$ cat config.mk
export PLATFORM = sky130hd
export DESIGN_NAME = pts_timer_unit
export DESIGN_NICKNAME = d
export VERILOG_FILES = /design/src/design/pts_sync2.v /design/src/design/pts_shadow_req.v /design/src/design/pts_timer_unit.v
export VERILOG_INCLUDE_DIRS = /design/src /design/src/design
export SDC_FILE = /design/constraint.sdc
export NUM_CORES = 2
export LEC_CHECK = 0
export BUFFER_PORTS_ARGS = -buffer_cell sky130_fd_sc_hd__clkbuf_2
export CAP_MARGIN = 20
export CORE_UTILIZATION = 25
export CTS_BUF_LIST = sky130_fd_sc_hd__clkbuf_8
export CTS_CLUSTER_DIAMETER = 120
export CTS_CLUSTER_SIZE = 16
export DETAILED_ROUTE_END_ITERATION = 8
export PLACE_DENSITY = 0.45
export SLEW_MARGIN = 20
export SYNTH_ARGS = -nofsm -noshare
export SYNTH_HDL_FRONTEND = slang
export SYNTH_SLANG_ARGS = --single-unit
$ cat constraint.sdc
create_clock -name clk -period 8 [get_ports clk]
set_clock_uncertainty 0.15 [all_clocks]
set_input_delay 1.2 -clock clk [delete_from_list [all_inputs] [get_ports clk]]
set_output_delay 1.2 -clock clk [all_outputs]
set_load 0.005 [all_outputs]
$ cat src/design/pts_consts.vh
// pts_consts.vh: register offsets, field positions, reset values and timing for the timer unit
// assumes: included by bare name from the timer unit and the verification files
`ifndef PTS_CONSTS_VH
`define PTS_CONSTS_VH

// ----------------------------------------------------------------
// clock
// ----------------------------------------------------------------
`define PTS_CLK_PERIOD_NS      10

// ----------------------------------------------------------------
// address map (byte addresses, one 32-bit word per register)
// ----------------------------------------------------------------
`define PTS_ADDR_W             9
`define PTS_OFF_CTRL           6'h00
`define PTS_OFF_XCTRL          6'h04
`define PTS_OFF_XREQ           6'h08
`define PTS_OFF_PERIOD         6'h0C
`define PTS_OFF_CMP1           6'h10
`define PTS_OFF_CMP2           6'h14
`define PTS_OFF_DEADTIME       6'h18
`define PTS_OFF_PLVL           6'h1C
`define PTS_OFF_DITHER         6'h20
`define PTS_OFF_FPSC           6'h24
`define PTS_OFF_STATUS         6'h28
`define PTS_OFF_CLKCTRL        9'h100

// ----------------------------------------------------------------
// field positions
// ----------------------------------------------------------------
`define PTS_CTRL_RUN           0
`define PTS_CTRL_CHAIN         1
`define PTS_CTRL_EXT_COUNT_SELECT_LO       2
`define PTS_CTRL_EXT_COUNT_SELECT_HI       3
`define PTS_CTRL_ASYM          4
`define PTS_XREQ_REQ           0
`define PTS_XC_PERIOD          0
`define PTS_XC_CMP1            1
`define PTS_XC_CMP2            2
`define PTS_XC_PLVL            3
`define PTS_XC_DITHER          4
`define PTS_XC_FPSC            5
`define PTS_CLKCTRL_FASTPCLK   0

// ----------------------------------------------------------------
// reset values
// ----------------------------------------------------------------
`define PTS_RST_CTRL           5'h00
`define PTS_RST_XCTRL          6'h00
`define PTS_RST_PERIOD         16'hFFFF
`define PTS_RST_CMP            16'h0000
`define PTS_RST_DEADTIME       16'h0000

`endif

$ cat src/design/pts_sync2.v
// pts_sync2.v: two-flop synchroniser for level inputs arriving from pins
// assumes: inputs are asynchronous to clk; outputs are read by clk logic only
module pts_sync2 #(
  parameter W = 1
) (
  input  wire         clk,
  input  wire         rst_b,
  input  wire [W-1:0] asyncIn,
  output wire [W-1:0] syncOut
);

  reg [W-1:0] stage1Reg;
  reg [W-1:0] stage2Reg;

  // first stage feeds only the second stage
  always @(posedge clk or negedge rst_b) begin
    if (!rst_b) begin
      stage1Reg <= {W{1'b0}};
      stage2Reg <= {W{1'b0}};
    end else begin
      stage1Reg <= asyncIn;
      stage2Reg <= stage1Reg;
    end
  end

  assign syncOut = stage2Reg;

endmodule

$ cat src/design/pts_shadow_req.v
// pts_shadow_req.v: pending shadow transfer request of one timer slice
// assumes: strobes are one-cycle pulses on clk; xferDone is a one-cycle pulse
module pts_shadow_req (
  input  wire       clk,
  input  wire       rst_b,
  input  wire       swReq,
  input  wire [5:0] shadowWr,
  input  wire [5:0] autoEn,
  input  wire       fastPclkSel,
  input  wire       xferDone,
  output reg        pendingReg
);

  wire autoHit;
  wire setReq;
  reg  pendingNext;

  // automatic requests are void while the fast peripheral clock is selected
  assign autoHit = (|(shadowWr & autoEn)) & ~fastPclkSel; // RL4 RL5 RL6 RL7
  assign setReq  = swReq | autoHit; // RL3

  // a request landing in the transfer cycle survives for the next boundary
  always @* begin
    pendingNext = setReq | (pendingReg & ~xferDone); // RL18
  end

  always @(posedge clk or negedge rst_b) begin
    if (!rst_b) begin
      pendingReg <= 1'b0;
    end else begin
      pendingReg <= pendingNext;
    end
  end

endmodule

$ cat src/design/pts_timer_unit.v
// pts_timer_unit.v: four 16-bit PWM timer slices with shadow transfer and chaining
// assumes: one clock clk at 100 MHz; the register bus is on clk; external count and
// pattern inputs come from pins and are synchronised here
//
// Functional notes
// RL1: each slice keeps shadow copies; active copies change only on a transfer.
// RL2: transfer moves compare, period and, where present, dead-time values.
// RL3: writing one to the request bit asks for a transfer.
// RL4: with period auto-enable set, a period write asks for a transfer.
// RL5: with compare auto-enables set, compare writes ask for a transfer.
// RL6: passive level, dither and prescaler writes ask when their enables are set.
// RL7: fast peripheral clock selected blocks every automatic request, not software ones.
// RL8: pattern inputs assume bus and module clocks at ratio one to one.
// RL9: asymmetric mode is on when the slice's asym_enable bit is one.
// RL10: asymmetric off: channels independent, each state flag drives a complementary pair.
// RL11: asymmetric on: compare 1 sets, compare 2 clears the first state flag.
// RL12: asymmetric on: second state flag is never updated.
// RL13: four 16-bit timers chain into 32, 48 or 64 bit counters.
// RL14: a slice joins the chain when its chain_enable bit is one.
// RL15: selected external count makes the timer step on each input rising edge.
// RL16: a non-zero ext_count_select code turns chaining off.
// RL17: each lower-timer wrap steps the next chained timer once.
// RL18: pending transfer happens at the next period boundary, then clears; here a stopped timer transfers at once instead.
// RL19: dead-time shadow and transfer exist only in the two-channel variant.
//
// The plain strobed port and the register offsets were decided locally.
`include "pts_consts.vh"
module pts_timer_unit #(
  parameter TWO_CHANNEL = 1,
  parameter TIMER_W     = 16,
  parameter DT_W        = 8
) (
  input  wire                    clk,
  input  wire                    rst_b,
  input  wire [`PTS_ADDR_W-1:0]  regAddr,
  input  wire [31:0]             regWrData,
  input  wire                    regWr,
  input  wire                    regRd,
  output reg  [31:0]             regRdData,
  input  wire [2:0]              extCountIn,
  input  wire [3:0]              multichannelPatternIn,
  output reg  [7:0]              pwmHigh,
  output reg  [7:0]              pwmLow
);

  // address width in the port list needs the constants ahead of the header
  localparam NUM_SLICES = 4;

  // ----------------------------------------------------------------
  // helpers
  // ----------------------------------------------------------------
  // picks one of the three external count lines by a non-zero select code
  function extPick;
    input [2:0] lines;
    input [1:0] sel;
    begin
      case (sel)
        2'h1:    extPick = lines[0];
        2'h2:    extPick = lines[1];
        2'h3:    extPick = lines[2];
        default: extPick = 1'b0;
      endcase
    end
  endfunction

  // ----------------------------------------------------------------
  // unit-wide state
  // ----------------------------------------------------------------
  wire [2:0]                extSync;
  reg  [2:0]                extPrevReg;
  wire [3:0]                patternSync;
  reg                       fastPclkReg;
  wire                      selGlobal;
  wire [NUM_SLICES-1:0]     sliceWrap;
  wire [NUM_SLICES:0]       wrapChainIn;
  wire [32*NUM_SLICES-1:0]  sliceRdData;
  wire [7:0]                pwmHighNext;
  wire [7:0]                pwmLowNext;
  wire [1:0]                rdSlice;

  pts_sync2 #(
    .W (3)
  ) uExtSync (
    .clk     (clk),
    .rst_b   (rst_b),
    .asyncIn (extCountIn),
    .syncOut (extSync)
  );

  // sampled on the module clock; a different bus clock ratio would break this
  pts_sync2 #(
    .W (4)
  ) uPatSync (
    .clk     (clk),
    .rst_b   (rst_b),
    .asyncIn (multichannelPatternIn),
    .syncOut (patternSync)
  ); // RL8

  always @(posedge clk or negedge rst_b) begin
    if (!rst_b) begin
      extPrevReg <= 3'h0;
    end else begin
      extPrevReg <= extSync;
    end
  end

  assign selGlobal   = (regAddr == `PTS_OFF_CLKCTRL);
  assign wrapChainIn = {sliceWrap, 1'b0};
  assign rdSlice     = regAddr[7:6];

  always @(posedge clk or negedge rst_b) begin
    if (!rst_b) begin
      fastPclkReg <= 1'b0;
    end else if (regWr && selGlobal) begin
      fastPclkReg <= regWrData[`PTS_CLKCTRL_FASTPCLK];
    end
  end

  // ----------------------------------------------------------------
  // timer slices
  // ----------------------------------------------------------------
  genvar gi;
  genvar gc;
  generate
    for (gi = 0; gi < NUM_SLICES; gi = gi + 1) begin : gSlice
      reg  [4:0]          ctrlReg;
      reg  [5:0]          xctrlReg;
      reg  [TIMER_W-1:0]  counterReg;
      reg  [TIMER_W-1:0]  perShReg;
      reg  [TIMER_W-1:0]  perReg;
      reg  [TIMER_W-1:0]  cmp1ShReg;
      reg  [TIMER_W-1:0]  cmp1Reg;
      reg  [TIMER_W-1:0]  cmp2ShReg;
      reg  [TIMER_W-1:0]  cmp2Reg;
      reg  [2*DT_W-1:0]   dtShReg;
      reg  [2*DT_W-1:0]   dtReg;
      reg  [1:0]          plvlShReg;
      reg  [1:0]          plvlReg;
      reg  [3:0]          dithShReg;
      reg  [3:0]          dithReg;
      reg  [3:0]          fpscShReg;
      reg  [3:0]          fpscReg;
      reg  [3:0]          pscCntReg;
      reg                 st1Reg;
      reg                 st2Reg;
      reg  [31:0]         rdMux;
      wire                selSlice;
      wire [5:0]          off;
      wire                wrCtrl;
      wire                wrXctrl;
      wire                wrXreq;
      wire [5:0]          shadowWr;
      wire                pending;
      wire                run;
      wire [1:0]          ext_count_select;
      wire                asym;
      wire                chainOn;
      wire                pscTick;
      wire                extEdge;
      wire                countEn;
      wire                atPeriod;
      wire                wrap;
      wire                boundary;
      wire                doXfer;
      wire [TIMER_W-1:0]  cntNext;

      assign selSlice = ~regAddr[8] && (regAddr[7:6] == gi);
      assign off      = regAddr[5:0];
      assign wrCtrl   = regWr && selSlice && (off == `PTS_OFF_CTRL);
      assign wrXctrl  = regWr && selSlice && (off == `PTS_OFF_XCTRL);
      assign wrXreq   = regWr && selSlice && (off == `PTS_OFF_XREQ)
                        && regWrData[`PTS_XREQ_REQ]; // RL3
      assign shadowWr[`PTS_XC_PERIOD] = regWr && selSlice && (off == `PTS_OFF_PERIOD);
      assign shadowWr[`PTS_XC_CMP1]   = regWr && selSlice && (off == `PTS_OFF_CMP1);
      assign shadowWr[`PTS_XC_CMP2]   = regWr && selSlice && (off == `PTS_OFF_CMP2)
                                        && (TWO_CHANNEL != 0);
      assign shadowWr[`PTS_XC_PLVL]   = regWr && selSlice && (off == `PTS_OFF_PLVL);
      assign shadowWr[`PTS_XC_DITHER] = regWr && selSlice && (off == `PTS_OFF_DITHER);
      assign shadowWr[`PTS_XC_FPSC]   = regWr && selSlice && (off == `PTS_OFF_FPSC);

      assign run  = ctrlReg[`PTS_CTRL_RUN];
      assign ext_count_select = ctrlReg[`PTS_CTRL_EXT_COUNT_SELECT_HI:`PTS_CTRL_EXT_COUNT_SELECT_LO];
      assign asym = ctrlReg[`PTS_CTRL_ASYM] && (TWO_CHANNEL != 0); // RL9

      // -- clock sources --
      // external counting and chaining are exclusive; external wins
      assign chainOn  = ctrlReg[`PTS_CTRL_CHAIN] && (ext_count_select == 2'h0) && (gi != 0); // RL14 RL16
      assign pscTick  = run && (pscCntReg == fpscReg);
      assign extEdge  = extPick(extSync, ext_count_select) && !extPick(extPrevReg, ext_count_select); // RL15
      assign countEn  = run && ((ext_count_select != 2'h0) ? extEdge :
                                chainOn ? wrapChainIn[gi] : pscTick); // RL15 RL17
      assign atPeriod = (counterReg == perReg);
      assign wrap     = countEn && atPeriod;
      assign sliceWrap[gi] = wrap; // RL13 RL17
      assign cntNext  = wrap ? {TIMER_W{1'b0}} :
                        countEn ? counterReg + 1'b1 : counterReg;

      // a stopped timer has no boundary to wait for, so it transfers at once
      assign boundary = wrap || !run; // RL18
      assign doXfer   = pending && boundary;

      pts_shadow_req uReq (
        .clk         (clk),
        .rst_b       (rst_b),
        .swReq       (wrXreq),
        .shadowWr    (shadowWr),
        .autoEn      (xctrlReg),
        .fastPclkSel (fastPclkReg),
        .xferDone    (doXfer),
        .pendingReg  (pending)
      ); // RL3 RL4 RL5 RL6 RL7

      // -- control and shadow registers --
      always @(posedge clk or negedge rst_b) begin
        if (!rst_b) begin
          ctrlReg   <= `PTS_RST_CTRL;
          xctrlReg  <= `PTS_RST_XCTRL;
          perShReg  <= `PTS_RST_PERIOD;
          cmp1ShReg <= `PTS_RST_CMP;
          cmp2ShReg <= `PTS_RST_CMP;
          dtShReg   <= `PTS_RST_DEADTIME;
          plvlShReg <= 2'h0;
          dithShReg <= 4'h0;
          fpscShReg <= 4'h0;
        end else begin
          if (wrCtrl) begin
            ctrlReg <= regWrData[4:0];
          end
          if (wrXctrl) begin
            xctrlReg <= regWrData[5:0];
          end
          if (shadowWr[`PTS_XC_PERIOD]) begin
            perShReg <= regWrData[TIMER_W-1:0]; // RL1
          end
          if (shadowWr[`PTS_XC_CMP1]) begin
            cmp1ShReg <= regWrData[TIMER_W-1:0];
          end
          if (shadowWr[`PTS_XC_CMP2]) begin
            cmp2ShReg <= regWrData[TIMER_W-1:0];
          end
          if (regWr && selSlice && (off == `PTS_OFF_DEADTIME) && (TWO_CHANNEL != 0)) begin
            dtShReg <= regWrData[2*DT_W-1:0]; // RL19
          end
          if (shadowWr[`PTS_XC_PLVL]) begin
            plvlShReg <= regWrData[1:0];
          end
          if (shadowWr[`PTS_XC_DITHER]) begin
            dithShReg <= regWrData[3:0];
          end
          if (shadowWr[`PTS_XC_FPSC]) begin
            fpscShReg <= regWrData[3:0];
          end
        end
      end

      // -- active copies, loaded only by a transfer --
      always @(posedge clk or negedge rst_b) begin
        if (!rst_b) begin
          perReg  <= `PTS_RST_PERIOD;
          cmp1Reg <= `PTS_RST_CMP;
          cmp2Reg <= `PTS_RST_CMP;
          dtReg   <= `PTS_RST_DEADTIME;
          plvlReg <= 2'h0;
          dithReg <= 4'h0;
          fpscReg <= 4'h0;
        end else if (doXfer) begin
          perReg  <= perShReg; // RL1 RL2
          cmp1Reg <= cmp1ShReg; // RL2
          cmp2Reg <= cmp2ShReg; // RL2
          if (TWO_CHANNEL != 0) begin
            dtReg <= dtShReg; // RL2 RL19
          end
          plvlReg <= plvlShReg;
          dithReg <= dithShReg;
          fpscReg <= fpscShReg;
        end
      end

      // -- counter and prescaler --
      always @(posedge clk or negedge rst_b) begin
        if (!rst_b) begin
          counterReg <= {TIMER_W{1'b0}};
          pscCntReg  <= 4'h0;
        end else begin
          counterReg <= cntNext;
          if (!run || pscTick) begin
            pscCntReg <= 4'h0;
          end else begin
            pscCntReg <= pscCntReg + 4'h1;
          end
        end
      end

      // -- compare state flags --
      always @(posedge clk or negedge rst_b) begin
        if (!rst_b) begin
          st1Reg <= 1'b0;
          st2Reg <= 1'b0;
        end else if (countEn) begin
          if (asym) begin
            if (cntNext == cmp1Reg) begin
              st1Reg <= 1'b1; // RL11
            end else if (cntNext == cmp2Reg) begin
              st1Reg <= 1'b0; // RL11
            end
            // second flag frozen in this mode, so channel 2 holds its last level
            st2Reg <= st2Reg; // RL12
          end else begin
            st1Reg <= (cntNext >= cmp1Reg); // RL10
            st2Reg <= (cntNext >= cmp2Reg) && (TWO_CHANNEL != 0); // RL10
          end
        end
      end

      // -- complementary outputs with dead time --
      for (gc = 0; gc < 2; gc = gc + 1) begin : gChan
        reg  [DT_W-1:0] dtCntReg;
        reg             stPrevReg;
        wire            st;
        wire            dtIdle;
        wire            hiAct;
        wire            loAct;

        assign st     = (gc == 0) ? st1Reg : st2Reg;
        assign dtIdle = (dtCntReg == {DT_W{1'b0}});

        always @(posedge clk or negedge rst_b) begin
          if (!rst_b) begin
            dtCntReg  <= {DT_W{1'b0}};
            stPrevReg <= 1'b0;
          end else begin
            stPrevReg <= st;
            if (st && !stPrevReg) begin
              dtCntReg <= dtReg[DT_W-1:0];
            end else if (!st && stPrevReg) begin
              dtCntReg <= dtReg[2*DT_W-1:DT_W];
            end else if (!dtIdle) begin
              dtCntReg <= dtCntReg - 1'b1;
            end
          end
        end

        // pattern low forces the passive level on both lines of the pair
        assign hiAct = st && dtIdle && patternSync[gi]; // RL10 RL11
        assign loAct = !st && dtIdle && patternSync[gi];
        assign pwmHighNext[2*gi+gc] = hiAct ^ plvlReg[gc];
        assign pwmLowNext[2*gi+gc]  = loAct ^ plvlReg[gc];
      end

      // -- read mux --
      always @* begin
        rdMux = 32'h0000_0000;
        case (off)
          `PTS_OFF_CTRL:     rdMux[4:0] = ctrlReg;
          `PTS_OFF_XCTRL:    rdMux[5:0] = xctrlReg;
          `PTS_OFF_XREQ:     rdMux[`PTS_XREQ_REQ] = pending;
          `PTS_OFF_PERIOD:   rdMux = {perReg, perShReg};
          `PTS_OFF_CMP1:     rdMux = {cmp1Reg, cmp1ShReg};
          `PTS_OFF_CMP2:     rdMux = {cmp2Reg, cmp2ShReg};
          `PTS_OFF_DEADTIME: rdMux = {dtReg, dtShReg};
          `PTS_OFF_PLVL:     rdMux = {14'h0000, plvlReg, 14'h0000, plvlShReg};
          `PTS_OFF_DITHER:   rdMux = {12'h000, dithReg, 12'h000, dithShReg};
          `PTS_OFF_FPSC:     rdMux = {12'h000, fpscReg, 12'h000, fpscShReg};
          `PTS_OFF_STATUS:   rdMux = {counterReg, 14'h0000, st2Reg, st1Reg};
          default:           rdMux = 32'h0000_0000;
        endcase
      end

      assign sliceRdData[32*gi +: 32] = rdMux;
    end
  endgenerate

  // ----------------------------------------------------------------
  // output and read-data registers
  // ----------------------------------------------------------------
  always @(posedge clk or negedge rst_b) begin
    if (!rst_b) begin
      pwmHigh <= 8'h00;
      pwmLow  <= 8'h00;
    end else begin
      pwmHigh <= pwmHighNext;
      pwmLow  <= pwmLowNext;
    end
  end

  // unmapped reads return zero; data stands only in the cycle after the strobe
  always @(posedge clk or negedge rst_b) begin
    if (!rst_b) begin
      regRdData <= 32'h0000_0000;
    end else if (regRd) begin
      if (selGlobal) begin
        regRdData <= {31'h0000_0000, fastPclkReg};
      end else if (!regAddr[8]) begin
        regRdData <= sliceRdData[32*rdSlice +: 32];
      end else begin
        regRdData <= 32'h0000_0000;
      end
    end else begin
      regRdData <= 32'h0000_0000;
    end
  end

endmodule

==> parameters.txt <==
Parameter                              Value

Outcome
  Run status    completed

Critical path
  Type of destination of the critical path    register
  CP Data Arrival Time    7.06 ns
  Critical path launch point type    register
  Largest fanout on the critical path    23
  Startpoint of the most critical register-to-register path    gSlice[0].perReg[0]
  Slack of the worst reg-to-reg path    1.47 ns
  R2R cell count    18
  Worst Setup Path Type    register to register
  Critical path data required time    8.53 ns
  Endpoint of the worst register-to-register path    gSlice[3].gChan[1].st

Power and ir drop
  Maximum vdd ir drop    0.1162 mV
  Reported net switching power    2769 µW
  Share of power burned in combinational logic    16.5%
  Share of total power in sequential cells    56.2%
  Proportion of power drawn by the clock network    27.4%
  Pwr dens    173.8 nW/µm²
  Leakage power summed over all cells    0.02226 µW
  Pint    5955 µW
  Switching power as a share of total power    31.74%

Worst hold path
  Number of stages on the worst hold path    0
  Path class of the lowest-slack min-delay path    register to register
  Hold Crit Endpoint    uPatSync.syncOut[2]
  Start point of the worst hold path    uPatSync.stage1Reg[2]

Place
  Final weighted congestion in routability-driven placement    0.8960
  Detailed placer's ending HPWL    112900 µm
  Port bufs    83

Die
  Number of top-level pins    100
  Core outline area    181700 µm²
  Placement row count    156
  Die area    185500 µm²
  Die height    430.7 µm
  Die W    430.7 µm
  Initial Util    25.28%

STA
  Count of endpoints failing hold in the final timing report    0
  RSZ-0062 raised after global routing    no
  Number of max-slew violations in the final report    0
  Setup tns final    0 ns
  Final setup viols    0
  Tightest Pin Transition    1.271 ns
  Share of the cycle needed by the critical path after routing    81.57%
  F_max    153.2 MHz
  Post-layout minimum cycle time    6.526 ns
  Worst slew margin relative to its limit    15.29%
  Worst hold-check slack    0.1785 ns

Yosys
  Share of Yosys cell area claimed by the top area cell type    40.20%
  Cell taking the most area after synthesis    dfrtp_1
  Top-count cell post-synth    dfrtp_1
  Synth warnings    0
  Distinct cells, synth    81
  Number of instances in the synthesized netlist    4120
  EDFF count, synth    0
  Syn nets    4316
  Yosys reg bits    866
  Cell types with the highest counts after synthesis    dfrtp_1, mux2_2, nor2_1
  Cell Area, Synth    45940 µm²
  Main area contributors after synthesis    dfrtp_1, mux2_2, dfstp_2, ha_1, mux2i_1
  Synthesized area divided by synthesized cell count    11.15 µm²
  Most frequently used flop master after synthesis    dfrtp_1
  Share of async-settable or async-resettable flops after synthesis    100.0%
  Proportion of synthesized chip area in sequential cells    47.52%

CTS
  CTS tree    done
  Root buffer cell    clkbuf_8
  Post-cts hold buffer count    0
  Clock network latency to the later pin of the worst-skew pair    0.85 ns
  Inserted Clock Buffers    61
  Depth of the CTS H-tree    2
  Clock edge transition at the registers on the reported setup and hold paths    0.12 ns
  Count of clock tree sinks    866
  Setup repair bufs after CTS    0
  Largest buffer count on any clock path    3
  Post-cts repair resize count    0

Cells and area
  Footprint of the multi-input gates    22410 µm²
  Area used by sequential logic in the layout    21830 µm²
  Final-layout fill cell count    19039
  Synth-to-Final Area Change    9.260%
  Share of final-layout standard cells stronger than drive strength 1    25.62%
  Number of nets in the finished design    4295

Detailed routing
  Initial DRC Count    2391
  Detail Route Antenna Nets    0
  Detailed-routing iteration count for the pre-antenna-repair pass    5
  WL/cell    24.13 µm
  Detailed-route wire length    159400 µm
  DR vias    32546
  Detailed-route vias per instance    4.927
  DR DRC count    0

GRT
  Number of antenna violations at the first check in global routing    7
  First-pass GRT wire length    233700 µm
  Maximum number of pins on one net before global-route repair    150
  Total routing resource utilization after global routing    16.90%
  Global-route congestion overflow total    0
  Number of global-route vias before repair    32451

Flow run
  Maximum capacitance violations    0
[logic make-up after synthesis]
kind of cell / synth area share [%]
fa+ha+maj: 3.922
simple gates: 9.247
flops: 47.52
mux: 21.61
xor+xnor: 2.819
buf+inv: 3.917
compound gates: 10.96
[layout by cell type, fill, tap and decap left out, types with 15 or more instances in the layout]
master and instances:
o211ai_1 17, mux2_2 586, and3_1 22, xor2_1 27, a211oi_1 23, mux2_1 21, a22oi_1 90, clkbuf_8 63
clkbuf_2 80, dfstp_2 128, buf_4 70, dfrtp_1 738, a31oi_1 15, o21ai_0 175, nand4_1 55, xnor2_1 119
nand2b_1 43, o22ai_1 51, nor3_1 41, mux2i_1 174, o31ai_1 44, a222oi_1 17, nand2_1 207, nor2_1 319
a21o_1 25, a21oi_1 216, nand3_1 70, a221oi_1 54, or3_1 27, ha_1 144, mux2_4 60, inv_1 214
mux4_2 20, nor2b_1 40
[final cells by class]
type | count | area share [%]
clock inverter | 50 | 0.4736
timing repair buffer | 162 | 2.239
clock buffer | 63 | 1.727
tap | 2449 | 6.105
antenna | 8 | 0.03988
sequential | 866 | 43.49
inverter | 171 | 1.279
multi-input combinational | 2837 | 44.64
[worst max-delay path by stage]
stage                            end  slack, ns               startpoint  depth (start not counted)
5_1_grt        gSlice[3].gChan[1].st       1.07      gSlice[0].perReg[9]                         18
3_3_place_gp   gSlice[3].gChan[1].st       1.55  gSlice[0].counterReg[9]                         18
6_report       gSlice[3].gChan[1].st       1.47      gSlice[0].perReg[0]                         18
3_5_place_dp   gSlice[3].gChan[1].st       1.58  gSlice[0].counterReg[0]                         18
4_1_cts        gSlice[3].gChan[1].st       1.45  gSlice[0].counterReg[0]                         18
2_1_floorplan  gSlice[3].gChan[0].st       3.77      gSlice[2].perReg[1]                         15
[stage by stage]
stage	instance area, µm²	utilization (%)	power [µW]	setup slack, ns	cells
after floorplan	45940	-	5915	3.769	4120
after CTS	50150	27.60	8853	1.448	6597
after detailed placement	49040	26.99	6424	1.577	6484
after global routing	50180	27.61	9201	1.072	6601
final	50190	27.62	8724	1.474	6606
after global placement	49040	26.98	6390	1.554	6483
[power groups by stage]
| stage | logic [µW] | registers [µW] | clock network, µW |
|---|---|---|---|
| 2_1_floorplan | 1080 | 4830 | 0 |
| 3_3_place_gp | 1410 | 4980 | 0 |
| 3_5_place_dp | 1440 | 4980 | 0 |
| 4_1_cts | 1450 | 4900 | 2500 |
| 5_1_grt | 1620 | 4940 | 2640 |
| 6_report | 1440 | 4900 | 2390 |
[worst max-delay path, cell delays in order (launching register included)]
cell,delay [ns]
dfstp_2,0.57
xnor2_1,0.16
nand4_1,0.15
nor4_2,0.61
a31oi_1,0.38
nor2_1,0.88
a21oi_2,0.14
buf_4,0.29
or3_1,0.63
o21ai_0,0.42
ha_1,0.33
a21o_1,0.20
a21o_1,0.17
a21oi_1,0.16
nor2_1,0.06
a2111oi_0,0.60
o32ai_1,0.20
nor2_1,0.13
mux2i_1,0.09
[metal layers]
metal | global-route usage, % | vias up | wire length, µm
met5 | 0 | - | 0
met4 | 5.886 | 0 | 6436
met3 | 1.872 | 221 | 6010
met2 | 27.15 | 698 | 73590
met1 | 23.45 | 16803 | 73360
li1 | - | 14824 | -
Note: power is estimated with default switching activity, not from simulation.
